--- config.mk ---
export PLATFORM = sky130hd
export DESIGN_NAME = wdat_top
export DESIGN_NICKNAME = d
export VERILOG_FILES = /design/src/verilog/wdat_pkg.sv /design/src/verilog/wdat_rst_stretch.sv /design/src/verilog/wdat_top.sv
export SDC_FILE = /design/constraint.sdc
export NUM_CORES = 1
export LEC_CHECK = 0
export ABC_AREA = 1
export BUFFER_PORTS_ARGS = -buffer_cell sky130_fd_sc_hd__buf_4
export CORE_ASPECT_RATIO = 0.5
export CORE_MARGIN = 2
export CORE_UTILIZATION = 60
export DETAILED_ROUTE_END_ITERATION = 16
export PLACE_DENSITY = 0.85
export SKIP_CTS_REPAIR_TIMING = 1
export SYNTH_ARGS = -nofsm -noshare
export SYNTH_HDL_FRONTEND = slang
export SYNTH_SLANG_ARGS = --single-unit
--- constraint.sdc ---
create_clock -name clk_sys_i -period 4 [get_ports clk_sys_i]
set_input_delay 0.8 -clock clk_sys_i [delete_from_list [all_inputs] [get_ports clk_sys_i]]
set_output_delay 0.8 -clock clk_sys_i [all_outputs]
set_load 0.01 [all_outputs]
--- src/verilog/wdat_pkg.sv ---
// Purpose: constants and types for the watchdog and address trap
// Assumes: clk_sys_i is the high-frequency clock
// Notes: registers are write-only byte registers
`default_nettype none

package wdat_pkg;

	// ***************************************
	// register map
	// ***************************************
	localparam logic [7:0] WDAT_CTRL_ADDR = 8'h34;
	localparam logic [7:0] WDAT_CODE_ADDR = 8'h35;
	localparam logic [7:0] WDAT_READ_VAL = 8'h00;

	// ***************************************
	// control register fields
	// ***************************************
	localparam int WDAT_BIT_RAMTRAP = 5;
	localparam int WDAT_BIT_TRAPACT = 4;
	localparam int WDAT_BIT_RUN = 3;
	localparam int WDAT_BIT_DT_HI = 2;
	localparam int WDAT_BIT_DT_LO = 1;
	localparam int WDAT_BIT_OVF = 0;

	localparam logic WDAT_RST_RAMTRAP = 1'b1;
	localparam logic WDAT_RST_TRAPACT = 1'b1;
	localparam logic WDAT_RST_RUN = 1'b1;
	localparam logic [1:0] WDAT_RST_DT = 2'h0;
	localparam logic WDAT_RST_OVF = 1'b1;

	// ***************************************
	// code port values
	// ***************************************
	localparam logic [7:0] WDAT_CODE_CLEAR = 8'h4e;
	localparam logic [7:0] WDAT_CODE_DISABLE = 8'hb1;
	localparam logic [7:0] WDAT_CODE_TRAPARM = 8'hd2;

	// ***************************************
	// counter and timing
	// ***************************************
	localparam logic [1:0] WDAT_BIN_MAX = 2'h3;
	localparam logic [1:0] WDAT_BIN_ZERO = 2'h0;
	localparam int WDAT_FC_DIV_EXP = 23;
	localparam int WDAT_FS_DIV_EXP = 15;
	localparam int WDAT_DT_STEP = 2;
	localparam int WDAT_CLK_PERIOD_NS = 50;
	localparam int WDAT_HFC_PERIOD_NS = 50;
	localparam int WDAT_RST_TIME_FC = 24;
	localparam int WDAT_RST_CYC =
		(WDAT_RST_TIME_FC * WDAT_HFC_PERIOD_NS) / WDAT_CLK_PERIOD_NS;
	localparam int WDAT_RST_CNT_W = 5;

	// ***************************************
	// types
	// ***************************************
	typedef struct packed {
		logic valid;
		logic ram;
		logic special_function_area;
		logic data_buffer_area;
	} wdat_fetch_s;

	typedef enum logic {
		WDAT_RS_IDLE,
		WDAT_RS_HOLD
	} wdat_rst_state_e;

endpackage

`default_nettype wire

--- src/verilog/wdat_rst_stretch.sv ---
// Purpose: stretches a reset request to a bounded pulse
// Assumes: req_i is a one-cycle pulse
// Notes: a request during the pulse is ignored
`timescale 1ns/1ps
`default_nettype none

module wdat_rst_stretch
	import wdat_pkg::*;
#(
	parameter int CYC = WDAT_RST_CYC
) (
	// clock and reset
	input wire logic clk_sys_i,
	input wire logic arst_n_i,
	// request and pulse
	input wire logic req_i,
	output logic rst_o
);

	localparam logic [WDAT_RST_CNT_W-1:0] LAST =
		WDAT_RST_CNT_W'(CYC - 1);
	localparam logic [WDAT_RST_CNT_W-1:0] ONE =
		WDAT_RST_CNT_W'(1);
	localparam logic [WDAT_RST_CNT_W-1:0] ZERO =
		WDAT_RST_CNT_W'(0);

	wdat_rst_state_e state_q;
	logic [WDAT_RST_CNT_W-1:0] cnt_q;

	// pulse length never exceeds CYC cycles
	always_ff @(posedge clk_sys_i or negedge arst_n_i) begin
		if (!arst_n_i) begin
			state_q <= WDAT_RS_IDLE;
			cnt_q <= ZERO;
		end else begin
			unique case (state_q)
				WDAT_RS_IDLE: begin
					if (req_i) begin
						state_q <= WDAT_RS_HOLD;
						cnt_q <= LAST;
					end
				end
				WDAT_RS_HOLD: begin
					if (cnt_q == ZERO) begin
						state_q <= WDAT_RS_IDLE;
					end else begin
						cnt_q <= cnt_q - ONE;
					end
				end
			endcase
		end
	end

	assign rst_o = (state_q == WDAT_RS_HOLD);

endmodule

`default_nettype wire

--- src/verilog/wdat_top.sv ---
// Purpose: watchdog timer with instruction fetch address trap
// Assumes: clk_sys_i is the high-frequency clock, fs comes as ticks
// Notes: the cpu handles nmi nesting; this block only requests
//
// Chosen here: the address-and-strobe port.
`timescale 1ns/1ps
`default_nettype none

module wdat_top
	import wdat_pkg::*;
#(
	parameter int FC_DIV_EXP = WDAT_FC_DIV_EXP,
	parameter int FS_DIV_EXP = WDAT_FS_DIV_EXP,
	parameter int RST_CYC = WDAT_RST_CYC
) (
	// clock and reset
	input wire logic clk_sys_i,
	input wire logic arst_n_i,

	// register port
	input wire logic [7:0] addr_i,
	input wire logic [7:0] wdata_i,
	input wire logic wr_i,
	input wire logic rd_i,
	output logic [7:0] rdata_o,

	// clock source and power mode
	input wire logic lfclk_tick_i,
	input wire logic prescale_source_select_i,
	input wire logic slow_mode_i,
	input wire logic slow1_mode_i,
	input wire logic lowpower_hold_i,

	// instruction fetch monitor
	input wire wdat_fetch_s fetch_i,

	// requests to the cpu and reset logic
	output logic watchdog_nmi_o,
	output logic trap_nmi_o,
	output logic internal_reset_o,
	output logic hfosc_restart_o,

	// status
	output logic wdt_running_o,
	output logic [1:0] bin_count_o,
	output logic ram_trap_active_o
);

	// ***************************************
	// register decode
	// ***************************************
	logic wr_ctrl;
	logic wr_code;
	logic code_clear;
	logic code_disable;
	logic code_traparm;

	assign wr_ctrl = wr_i && (addr_i == WDAT_CTRL_ADDR);
	assign wr_code = wr_i && (addr_i == WDAT_CODE_ADDR);
	// any other code value is ignored
	assign code_clear = wr_code &&
		(wdata_i == WDAT_CODE_CLEAR);
	assign code_disable = wr_code &&
		(wdata_i == WDAT_CODE_DISABLE);
	assign code_traparm = wr_code &&
		(wdata_i == WDAT_CODE_TRAPARM);

	// ***************************************
	// internal reset feedback
	// ***************************************
	logic rst_req;
	logic soft_rst;

	// the internal reset also reinitialises control, trap and counter state, not the divider
	assign soft_rst = internal_reset_o;

	// ***************************************
	// control register
	// ***************************************
	logic run_en_q;
	logic [1:0] dt_sel_q;
	logic ovf_act_q;
	logic trap_act_q;
	logic ram_trap_new_q;

	always_ff @(posedge clk_sys_i or negedge arst_n_i) begin
		if (!arst_n_i) begin
			run_en_q <= WDAT_RST_RUN;
			dt_sel_q <= WDAT_RST_DT;
			trap_act_q <= WDAT_RST_TRAPACT;
			ram_trap_new_q <= WDAT_RST_RAMTRAP;
		end else if (soft_rst) begin
			run_en_q <= WDAT_RST_RUN;
			dt_sel_q <= WDAT_RST_DT;
			trap_act_q <= WDAT_RST_TRAPACT;
			ram_trap_new_q <= WDAT_RST_RAMTRAP;
		end else if (wr_ctrl) begin
			run_en_q <= wdata_i[WDAT_BIT_RUN];
			dt_sel_q <= wdata_i[WDAT_BIT_DT_HI:WDAT_BIT_DT_LO];
			trap_act_q <= wdata_i[WDAT_BIT_TRAPACT];
			ram_trap_new_q <= wdata_i[WDAT_BIT_RAMTRAP];
		end
	end

	// once cleared, the overflow action stays at interrupt until an internal or power-on reset
	always_ff @(posedge clk_sys_i or negedge arst_n_i) begin
		if (!arst_n_i) begin
			ovf_act_q <= WDAT_RST_OVF;
		end else if (soft_rst) begin
			ovf_act_q <= WDAT_RST_OVF;
		end else if (wr_ctrl) begin
			ovf_act_q <= ovf_act_q &
				wdata_i[WDAT_BIT_OVF];
		end
	end

	// ***************************************
	// ram trap selection takes effect on arm code
	// ***************************************
	logic ram_trap_q;

	always_ff @(posedge clk_sys_i or negedge arst_n_i) begin
		if (!arst_n_i) begin
			ram_trap_q <= WDAT_RST_RAMTRAP;
		end else if (soft_rst) begin
			ram_trap_q <= WDAT_RST_RAMTRAP;
		end else if (code_traparm) begin
			ram_trap_q <= ram_trap_new_q;
		end
	end

	// ***************************************
	// watchdog run state
	// ***************************************
	logic running_q;

	always_ff @(posedge clk_sys_i or negedge arst_n_i) begin
		if (!arst_n_i) begin
			running_q <= WDAT_RST_RUN;
		end else if (soft_rst) begin
			running_q <= WDAT_RST_RUN;
		end else if (wr_ctrl && wdata_i[WDAT_BIT_RUN]) begin
			running_q <= 1'b1;
		end else if (code_disable && !run_en_q) begin
			running_q <= 1'b0;
		end
	end

	// ***************************************
	// free-running divider
	// ***************************************
	logic src_fs;
	logic div_step;
	logic [FC_DIV_EXP-1:0] div_q;

	assign src_fs = prescale_source_select_i || slow_mode_i;
	// divider and counter both stand still while held
	assign div_step = !lowpower_hold_i &&
		(src_fs ? lfclk_tick_i : 1'b1);

	// never cleared by the code port, only by power-on reset
	always_ff @(posedge clk_sys_i or negedge arst_n_i) begin
		if (!arst_n_i) begin
			div_q <= '0;
		end else if (div_step) begin
			div_q <= div_q + 1'b1;
		end
	end

	// ***************************************
	// tap selection guard
	// ***************************************
	logic [2:0] tap_sel;
	logic [2:0] tap_sel_q;
	logic tap_sel_same;

	// a new source or detect time swaps the tap bit under the
	// edge detector; that cycle must not count as a fall
	assign tap_sel = {src_fs, dt_sel_q};
	assign tap_sel_same = (tap_sel == tap_sel_q);

	always_ff @(posedge clk_sys_i or negedge arst_n_i) begin
		if (!arst_n_i) begin
			tap_sel_q <= {1'b0, WDAT_RST_DT};
		end else begin
			tap_sel_q <= tap_sel;
		end
	end

	// ***************************************
	// detection time tap
	// ***************************************
	localparam int DT_CODES = 4;

	logic [DT_CODES-1:0] tap_fc;
	logic [DT_CODES-1:0] tap_fs;
	logic tap;
	logic tap_q;
	logic bin_tick;

	// one candidate tap per detect time code and clock source;
	// a code whose bit lies outside the divider reads as zero
	for (genvar g = 0; g < DT_CODES; g++) begin : g_tap
		localparam int IDX_FC = FC_DIV_EXP - 1 - WDAT_DT_STEP * g;
		localparam int IDX_FS = FS_DIV_EXP - 1 - WDAT_DT_STEP * g;
		if (IDX_FC >= 0) begin : g_fc
			assign tap_fc[g] = div_q[IDX_FC];
		end else begin : g_fc_none
			assign tap_fc[g] = 1'b0;
		end
		if (IDX_FS >= 0 && IDX_FS < FC_DIV_EXP) begin : g_fs
			assign tap_fs[g] = div_q[IDX_FS];
		end else begin : g_fs_none
			assign tap_fs[g] = 1'b0;
		end
	end

	// four periods of the selected tap make one detection time
	assign tap = src_fs ? tap_fs[dt_sel_q] : tap_fc[dt_sel_q];

	always_ff @(posedge clk_sys_i or negedge arst_n_i) begin
		if (!arst_n_i) begin
			tap_q <= 1'b0;
		end else begin
			tap_q <= tap;
		end
	end

	// falling edge of the tap advances the binary counter
	assign bin_tick = tap_q && !tap && tap_sel_same &&
		!lowpower_hold_i;

	// ***************************************
	// two-stage binary counter
	// ***************************************
	logic [1:0] bin_q;
	logic overflow;

	// divider phase persists, so the first overflow after a
	// clear may come after only three of four periods; a clear
	// in the same cycle wins, and nothing overflows in reset
	assign overflow = running_q && bin_tick && !code_clear &&
		!soft_rst && (bin_q == WDAT_BIN_MAX);

	always_ff @(posedge clk_sys_i or negedge arst_n_i) begin
		if (!arst_n_i) begin
			bin_q <= WDAT_BIN_ZERO;
		end else if (soft_rst || !running_q) begin
			bin_q <= WDAT_BIN_ZERO;
		end else if (code_clear) begin
			bin_q <= WDAT_BIN_ZERO;
		end else if (bin_tick) begin
			bin_q <= bin_q + 2'h1;
		end
	end

	// ***************************************
	// address trap detect
	// ***************************************
	logic trap_hit;

	// special function and buffer areas trap regardless
	assign trap_hit = fetch_i.valid && !soft_rst &&
		(fetch_i.special_function_area || fetch_i.data_buffer_area ||
		(fetch_i.ram && ram_trap_q));

	// ***************************************
	// request routing
	// ***************************************
	logic wdt_rst;
	logic wdt_int;
	logic trap_rst;
	logic trap_int;

	assign wdt_rst = overflow && ovf_act_q;
	assign wdt_int = overflow && !ovf_act_q;
	assign trap_rst = trap_hit && trap_act_q;
	assign trap_int = trap_hit && !trap_act_q;
	assign rst_req = wdt_rst || trap_rst;

	// ***************************************
	// nmi outputs
	// ***************************************
	// one pulse per event, never gated by the master flag or
	// by an interrupt already in service
	always_ff @(posedge clk_sys_i or negedge arst_n_i) begin
		if (!arst_n_i) begin
			watchdog_nmi_o <= 1'b0;
		end else begin
			watchdog_nmi_o <= wdt_int;
		end
	end

	always_ff @(posedge clk_sys_i or negedge arst_n_i) begin
		if (!arst_n_i) begin
			trap_nmi_o <= 1'b0;
		end else begin
			trap_nmi_o <= trap_int;
		end
	end

	// ***************************************
	// internal reset pulse
	// ***************************************
	wdat_rst_stretch #(
		.CYC(RST_CYC)
	) u_rst (
		.clk_sys_i(clk_sys_i),
		.arst_n_i(arst_n_i),
		.req_i(rst_req),
		.rst_o(internal_reset_o)
	);

	// oscillator restart is requested with a reset in slow1
	always_ff @(posedge clk_sys_i or negedge arst_n_i) begin
		if (!arst_n_i) begin
			hfosc_restart_o <= 1'b0;
		end else begin
			hfosc_restart_o <= rst_req &&
				slow1_mode_i;
		end
	end

	// ***************************************
	// read path
	// ***************************************
	// both registers are write-only; reads give a fixed value
	always_ff @(posedge clk_sys_i or negedge arst_n_i) begin
		if (!arst_n_i) begin
			rdata_o <= WDAT_READ_VAL;
		end else if (rd_i) begin
			rdata_o <= WDAT_READ_VAL;
		end
	end

	// ***************************************
	// status outputs
	// ***************************************
	assign wdt_running_o = running_q;
	assign bin_count_o = bin_q;
	assign ram_trap_active_o = ram_trap_q;

endmodule

`default_nettype wire

==> results of run 1 <==
==> state kept, by name, summed over array words and instances, names as in the netlist, 2 cells and up <==
signal,cells
u_rst.cnt_q,5
tap_sel_q,3
dt_sel_q,2
bin_count_o,2
div_q,23
==> final timing paths <==
| kind | depth (start not counted) | endpoint | from |
|---|---|---|---|
| worst max-delay path | 10 | div_q[20] | slow_mode_i |
| worst min-delay path | 1 | div_q[22] | div_q[22] |
| worst max register to register | 9 | div_q[20] | div_q[0] |
| worst min register to register | 1 | div_q[22] | div_q[22] |
| max in group asynchronous | 1 | div_q[20] | arst_n_i |
| min in group asynchronous | 1 | trap_nmi_o | arst_n_i |
==> metal layers <==
layer	vias up	global-route usage
met5	-	0
met4	0	0.07143
met3	4	0.04128
met2	45	0.3846
met1	935	0.2870
li1	986	-
==> cell families (layout without fill, tap and decap cells) <==
kind of cell,Yosys count,in the layout
simple gates,152,152
flops,46,46
xor+xnor,27,27
fa+ha+maj,4,4
other cells,1,8
buf+inv,48,82
compound gates,14,14
==> layout make-up <==
cell class                 instances  area, µm²
fill                             282       1033
timing repair buffer              35      262.8
clock buffer                       8      110.1
sequential                        46       1159
inverter                          39      146.4
multi-input combinational        205       1185
tap                               54      67.56
==> per-stage QoR <==
| step | instances | util | worst slack (ps) |
|---|---|---|---|
| floorplan | 299 | - | 2134 |
| global placement | 379 | 0.7115 | 1897 |
| detailed placement | 379 | 0.7115 | 1866 |
| CTS | 387 | 0.7393 | 2178 |
| global route | 387 | 0.7393 | 2124 |
| finish | 387 | 0.7393 | 2188 |
==> cells in the mapped netlist, drive strengths merged, types with 2 or more instances <==
cell type / n / area share
dfstp: 6 / 0.062
dfrtp: 40 / 0.40
nor4: 2 / 0.0049
nand4: 8 / 0.028
nor3: 8 / 0.018
o21ai: 9 / 0.018
ha: 4 / 0.020
inv: 39 / 0.058
xnor2: 7 / 0.024
nor2: 35 / 0.081
nand2: 71 / 0.11
xor2: 20 / 0.069
nand3: 25 / 0.051
buf: 9 / 0.026
==> report_power, final <==
| part | total (W) | internal [W] | switching, W |
|---|---|---|---|
| logic | 0.000348 | 0.000142 | 0.000206 |
| registers | 0.000655 | 0.000568 | 0.0000871 |
| clock network | 0.000326 | 0.000175 | 0.000151 |
==> run metrics, run 1 <==
outcome completed; fraction of registers with async set or reset after synthesis 1.000; total placed instance area ~2800 µm²; total power per unit cell area around 450 nW/µm²; Setup crit end kind flop; clock tree from TritonCTS done; Slowest Stage Delay on Critical Path 190 ps; Cell Rows 16; vias after detailed routing 1970; crit path cell chain buf_4 -> nor2_4 -> o21bai_2 -> nor2_4 -> nand2_4 -> nor2_4 -> nand2_4 -> nor2_4 -> nand2_1 -> xor2_1; number of synthesis warnings 0; share of the synthesized area in compound gates (AO/OA/AOI/OAI) 0.03414; critical path arrival 2000 ps; largest voltage drop on the vdd net between 300 and 400 µV; total of endpoints with negative setup slack in the final report 0; clock latency on the worst-skew pair around 300 ps; WL met2 2.399 mm; area share of and/or/nand/nor cells after synthesis 0.3093; via count of the first global-routing pass roughly 1900; Slew Limit Fails 0; highest signal layer in the routed design met4; number of nets in the finished design 365; cell repeated most along the worst path sky130_fd_sc_hd__nor2_4; most frequent cells in the layout sky130_fd_sc_hd__nand2_1 (68), sky130_fd_sc_hd__dfrtp_1 (40), sky130_fd_sc_hd__inv_1 (37); Via density 5.090; unrepaired setup endpoints after global routing false; mean area per synthesized cell roughly 8.7 µm²; max-cap viol count 0; Worst path slowest cell sky130_fd_sc_hd__nor2_4; io pins 45; fraction of the mapped netlist area in adder cells 0.01979; Total Routing Usage GR 0.2238; Clock Path Buffers 2; CP top delay family simple AND/OR/NAND/NOR gates; Initial DRT Pass Iterations 5; final number of hold-violating endpoints 0; die area approximately 4800 µm²; number of buffers inserted by port buffering 35; half-perimeter wire length after detailed placement 3.582 mm; crit share post-route 0.4529; cell count after synthesis ~290; transition time at the pin with the least slew margin between 500 and 600 ps; met1 wire length slightly above 2 mm; core outline area 3964 µm²; 1st-iter DRT viols 82; register area share after synthesis 0.4582; width of the die roughly 96 µm; register bit count reported by yosys 46; largest net degree at the start of global routing 47; Fin Setup TNS 0 ps; GP Congestion between 0.8 and 0.9; data required time of the worst path approximately 4200 ps; number of diodes 0; CTS Buf Count 5; worst-case register-to-register setup slack 2400 ps; clock slew at reported path FFs roughly 80 ps; Post-Syn Area 2529 µm²; root buf cell sky130_fd_sc_hd__clkbuf_8; wirelength, routed around 4.7 mm; DRC violations left 0; most common flop cell mapped by yosys sky130_fd_sc_hd__dfrtp_1; antenna violations before repair 0; routed wirelength normalized by instance count between 10 and 15 µm; DIE HEIGHT 49.91 µm; largest family of logic cells by synthesized area simple AND/OR/NAND/NOR gates; first-pass GRT wire length roughly 8 mm; buffering stage count on the worst path with inverters included 1; setup skew after layout about 3.2 ps; post-synth cell types 35; Hold Path Class reg -> reg; Post-Synth XOR/XNOR Area 0.09352; Antenna Nets Post-Route 0; Layout Cell Area excl Fill approximately 3000 µm²; Critical Setup Path Class in -> reg; worst slew margin relative to its limit 0.6263; Initial Util 0.6379; share of cells above drive strength 1 0.2162; shortest period the worst path allows 1812 ps; Lkg Pwr ~1.5 nW; startpoint type of the worst setup path primary input; largest driver fanout on the critical path 5; wire length on met3 around 170 µm; clock sink total 46; commonest non-fill, non-tap cell in the layout sky130_fd_sc_hd__nand2_1; overflow left after global routing 0; number of H-tree branching levels 2; Area Growth Syn to Fin 15.88%; WHS around 470 ps; number of flops mapped to enable cells by yosys 0; overall power after layout between 0.001 and 0.0015 W; multiplexer area fraction after synthesis 0; maximum clock rate 0.5520 GHz
Note: power is estimated with default switching activity, not from simulation.
==> inputs of run 2 (changes only) <==
Settings changed: CORE_UTILIZATION 60 to 56, PLACE_DENSITY 0.85 to 0.8.
Clock period 4 ns to 1.8 ns, I/O delays scaled along.
==> run 2 against run 1 <==
  * Combinational power increased by 130%
  * Core utilization decreased by 6.5 points
  * Clock skew increased by 4.0 ps
  * First-iteration DRC count increased by 24%
  * Total power increased by 130%
  * Count of clock-buffer cells in the layout decreased by 3
  * Sequential cell count unchanged
  * Critical endpoint is now hfosc_restart_o
  * Largest power group unchanged
==> run metrics, run 2 (synthesized netlist as in run 1, its figures left out) <==
critical path arrival approximately 1800 ps; WHS 48.48 ps; crit path cell chain inv_2 -> nand2_1 -> nand3_1 -> nand2_1 -> nand2_1 -> nand2_1 -> nor2_2 -> nand4_2 -> nand2_1 -> inv_2 -> nor2_2; total placed instance area roughly 2800 µm²; io pins 45; Biggest register div_q; Initial Util 0.5799; crit share post-route 0.8775; Slew Limit Fails 0; total of endpoints with negative setup slack in the final report 0; largest driver fanout on the critical path 8; largest voltage drop on the vdd net approximately 770 µV; Antenna Nets Post-Route 0; Cell Rows 17; number of H-tree branching levels 2; Via density around 5.0; Layout Cell Area excl Fill around 3000 µm²; Initial DRT Pass Iterations 4; share of cells above drive strength 1 0.2186; Slowest Stage Delay on Critical Path roughly 470 ps; unrepaired setup endpoints after global routing false; Total Routing Usage GR 0.2024; antenna violations before repair 0; cell total after placement 383; setup skew after layout between 7 and 8 ps; Lkg Pwr around 1.5 nW; clock slew at reported path FFs 90 ps; routed wirelength normalized by instance count approximately 12 µm; worst slack at placement 115.4 ps; shortest period the worst path allows ~1600 ps; startpoint type of the worst setup path flop; vias after detailed routing between 1500 and 2000; number of diodes 0; commonest non-fill, non-tap cell in the layout sky130_fd_sc_hd__nand2_1; flip-flop count of the largest register after layout 23; part of the power in combinational logic 0.268; wirelength, routed roughly 4.7 mm; via count of the first global-routing pass 1969; largest net degree at the start of global routing 47; Worst path slowest cell sky130_fd_sc_hd__dfrtp_1; switch share 0.3379; core outline area about 4400 µm²; maximum clock rate about 0.63 GHz; clock tree from TritonCTS done; Net Sw Power ~0.0010 W; first-pass GRT wire length between 8 and 9 mm; transition time at the pin with the least slew margin 561.9 ps; Layout fillers ~330; Setup crit end kind flop; largest registers div_q x23, u_rst.cnt_q x5, tap_sel_q x3; worst slew margin relative to its limit 0.6254; GP Congestion ~0.85; Critical Setup Path Class reg -> reg; half-perimeter wire length after detailed placement between 3 and 4 mm; overflow left after global routing 0; CP top delay family simple AND/OR/NAND/NOR gates; cell repeated most along the worst path sky130_fd_sc_hd__nand2_1; data required time of the worst path 2040 ps; number of buffers inserted by port buffering 35; max-cap viol count 0; root buf cell sky130_fd_sc_hd__clkbuf_8; post-route non-filler standard cell count 391; number of nets in the finished design between 300 and 400; die area between 5000 and 6000 µm²; DRC violations left 0; 1st-iter DRT viols between 100 and 150; DIE HEIGHT 51.52 µm; CTS Buf Count 5; clock latency on the worst-skew pair roughly 300 ps; width of the die around 100 µm; clock sink total 46; clock network fraction of design power 0.252; total power per unit cell area approximately 1000 nW/µm²; Area Growth Syn to Fin 16.28%; final number of hold-violating endpoints 0; buffering stage count on the worst path with inverters included 2; Clock Path Buffers 2; Hold Path Class in -> async; most frequent cells in the layout sky130_fd_sc_hd__nand2_1 (68), sky130_fd_sc_hd__dfrtp_1 (40), sky130_fd_sc_hd__inv_1 (37); Fin Setup TNS 0 ps; sequential power share 0.481; cell-internal power 0.002001 W; post-route worst setup slack around 220 ps; outcome completed
==> run 2: cell count changes in the layout (fill, tap and decap cells not counted) <==
cell                        before  now
sky130_fd_sc_hd__clkbuf_8        8    5
sky130_fd_sc_hd__buf_4          35   36
sky130_fd_sc_hd__bufinv_16       0    1
sky130_fd_sc_hd__clkinv_2        0    2
==> run 2: metal layers <==
layer	wire length, µm	global-route usage
met1	2048	0.2467
met2	2371	0.3694
met3	226	0.05511
met4	35	0.04110
met5	0	0
==> run 2: final cells by class <==
class / count / area [µm²] / area share
inverters: 39 / 146.4 / 0.04979
clock buffers: 5 / 68.82 / 0.02340
well taps: 57 / 71.32 / 0.02426
flip-flops and latches: 46 / 1159 / 0.3940
clock inverters: 3 / 40.04 / 0.01362
repair buffers: 36 / 270.3 / 0.09191
multi-input cells: 205 / 1185 / 0.4030
==> run 2: power by group through the flow <==
| stage | Combinational [W] | Clock [W] | Sequential [W] |
|---|---|---|---|
| after floorplan | 0.000588 | 0 | 0.00144 |
| after global placement | 0.000758 | 0 | 0.00146 |
| after detailed placement | 0.000808 | 0 | 0.00147 |
| after CTS | 0.000814 | 0.000781 | 0.00145 |
| after global routing | 0.000932 | 0.000814 | 0.00149 |
| final | 0.000810 | 0.000760 | 0.00145 |
==> run 2: through the flow <==
stage               utilization  total power (W)
CTS                      0.6743         0.003046
detailed placement       0.6494         0.002279
global placement         0.6494         0.002220
global route             0.6743         0.003234
finish                   0.6743         0.003022
floorplan                     -         0.002025
==> run 2: worst paths after layout <==
path / start / to / slack, ps / cells after the start
setup reg to reg: dt_sel_q[0] / hfosc_restart_o / 220 / 11
hold / removal: arst_n_i / trap_nmi_o / 50 / 1
max in group asynchronous: arst_n_i / div_q[0] / 1370 / 1
hold reg to reg: div_q[21] / div_q[21] / 480 / 1
setup / recovery: dt_sel_q[0] / hfosc_restart_o / 220 / 11
min in group clk_sys_i: slow1_mode_i / hfosc_restart_o / 280 / 3
==> inputs of run 3 (changes only) <==
==> constraint.sdc (replaced) <==
create_clock -name clk_sys_i -period 1.8 [get_ports clk_sys_i]
set_input_delay 0 -clock clk_sys_i [delete_from_list [all_inputs] [get_ports clk_sys_i]]
set_output_delay 0 -clock clk_sys_i [all_outputs]
set_load 0.01 [all_outputs]
==> run 3 against run 2 <==
  * The run now ends with negative hold slack left
  * Highest routed layer unchanged
  * Core utilization increased by 1.0 points
  * Final area increased by 1.5%
  * Critical path type unchanged
  * Largest cell class unchanged
  * Wire length increased by 4.3%
==> run metrics, run 3 (synthesized netlist as in run 1, its figures left out) <==
root buf cell sky130_fd_sc_hd__clkbuf_8; io pins 45; total power per unit cell area 980.7 nW/µm²; first-pass GRT wire length 8.355 mm; GP Congestion ~0.86; clock slew at reported path FFs about 80 ps; Setup crit end kind flop; commonest non-fill, non-tap cell in the layout sky130_fd_sc_hd__nand2_1; die area ~5000 µm²; largest net degree at the start of global routing 47; clock latency on the worst-skew pair 300 ps; cell repeated most along the worst path sky130_fd_sc_hd__nand2_1; Total Routing Usage GR 0.2078; largest voltage drop on the vdd net ~740 µV; 1st-iter DRT viols 49; failing checks negative hold slack; overflow left after global routing 0; Worst path slowest cell sky130_fd_sc_hd__dfrtp_2; via count of the first global-routing pass around 1900; Hold Path Class in -> reg; final number of hold-violating endpoints 2; grt met1 use 0.2564; Via density around 5.1; CTS Buf Count 5; max-cap viol count 0; startpoint type of the worst setup path flop; data required time of the worst path ~2000 ps; WHS -25.56 ps; most utilized layer in the global route result met2; unrepaired setup endpoints after global routing false; largest driver fanout on the critical path 8; core outline area about 4400 µm²; Fin Setup TNS 0 ps; Slowest Stage Delay on Critical Path around 460 ps; share of cells above drive strength 1 0.2147; met3 capacity usage during global routing 0.04973; antenna violations before repair 0; clock tree from TritonCTS done; worst slew margin relative to its limit 0.6151; most frequent cells in the layout sky130_fd_sc_hd__nand2_1 (68), sky130_fd_sc_hd__dfrtp_1 (39), sky130_fd_sc_hd__inv_1 (37); Layout fillers 330; Initial Util 0.5799; Area Growth Syn to Fin 18.01%; crit path cell chain inv_2 -> nand2_1 -> nand3_1 -> nand2_1 -> nand2_1 -> nand2_1 -> nor2_2 -> nand4_2 -> nand2_1 -> inv_2 -> nor2_2; largest registers div_q x23, u_rst.cnt_q x5, tap_sel_q x3; vias after detailed routing 2018; Antenna Nets Post-Route 0; Slew Limit Fails 0; DIE HEIGHT just over 50 µm; maximum clock rate 0.6252 GHz; Critical Setup Path Class reg -> reg; number of diodes 0; DRC violations left 0; Initial DRT Pass Iterations 5; shortest period the worst path allows 1600 ps; Biggest register div_q; number of H-tree branching levels 2; number of buffers inserted by port buffering 35; critical path arrival 1840 ps; crit share post-route 0.8886; transition time at the pin with the least slew margin 577.3 ps; global routing met2 resource utilization 0.3682; half-perimeter wire length after detailed placement between 3 and 4 mm; number of nets in the finished design 372; wirelength, routed slightly below 5 mm; flip-flop count of the largest register after layout 23; outcome finished, violations left; Lkg Pwr between 1.5 and 2 nW; total of endpoints with negative setup slack in the final report 0; setup skew after layout 8.951 ps; width of the die approximately 100 µm; overall power after layout ~0.0029 W; clock sink total 46; routed wirelength normalized by instance count 12.29 µm; Clock Path Buffers 2; Cell Rows 17
-- run 3: cell count changes in the layout (fill, tap and decap cells not counted), sizes merged --
cell         delta
dlygate4sd3     +6
clkbuf          +2
bufinv          -1
clkinv          -1
-- run 3: per-layer routing --
| layer | vias up | part of all wire |
|---|---|---|
| li1 | 1002 | - |
| met1 | 970 | 0.45 |
| met2 | 39 | 0.50 |
| met3 | 7 | 0.033 |
| met4 | 0 | 0.012 |
| met5 | - | 0 |
-- run 3: critical path: cells and delay by family (launching register included) --
kind                   cells  cell delay (ps)
buffers and inverters      2              170
and+or+nand+nor            9              910
DFF                        1              460
-- run 3: report_power, final --
group	total, W	internal, W	switching, W	leakage [nW]
clock network	0.000648	0.000310	0.000338	0.0482
registers	0.00146	0.00126	0.000196	0.562
logic	0.000819	0.000337	0.000482	0.928
total	0.00293	0.00191	0.00101	1.54
-- run 3: final timing paths --
path                        startpoint              end  slack (ps)  cells past startpoint
max                        dt_sel_q[0]  hfosc_restart_o         200                     11
min                         wdata_i[0]        ovf_act_q         -30                      3
max reg2reg                dt_sel_q[0]  hfosc_restart_o         200                     11
min reg2reg                dt_sel_q[1]     tap_sel_q[1]         470                      0
max in group asynchronous     arst_n_i      dt_sel_q[0]        1130                      2
min in group asynchronous     arst_n_i   u_rst.cnt_q[2]         250                      2
-- run 3: metrics by stage --
stage                     cell area (µm²)  utilization  std cells  hold slack, ps  setup slack (ps)
after floorplan                      2555            -        299          -295.6             363.2
after global placement               2831       0.6494        383           30.86             284.2
after detailed placement             2831       0.6494        383           41.05             187.8
after CTS                            2923       0.6703        391          -286.9             178.2
after global routing                 2984       0.6844        397           1.502             12.11
final                                2984       0.6844        397          -25.56             200.4
-- run 3: area by class of cell --
| type | instances | area, µm² | share of cell area |
|---|---|---|---|
| Clock buffer | 7 | 86.33 | 0.02893 |
| Tap cell | 57 | 71.32 | 0.02390 |
| Timing Repair Buffer | 42 | 330.3 | 0.1107 |
| Inverter | 39 | 146.4 | 0.04906 |
| Clock inverter | 1 | 5.005 | 0.001677 |
| Sequential cell | 46 | 1160 | 0.3887 |
| Multi-Input combinational cell | 205 | 1185 | 0.3971 |
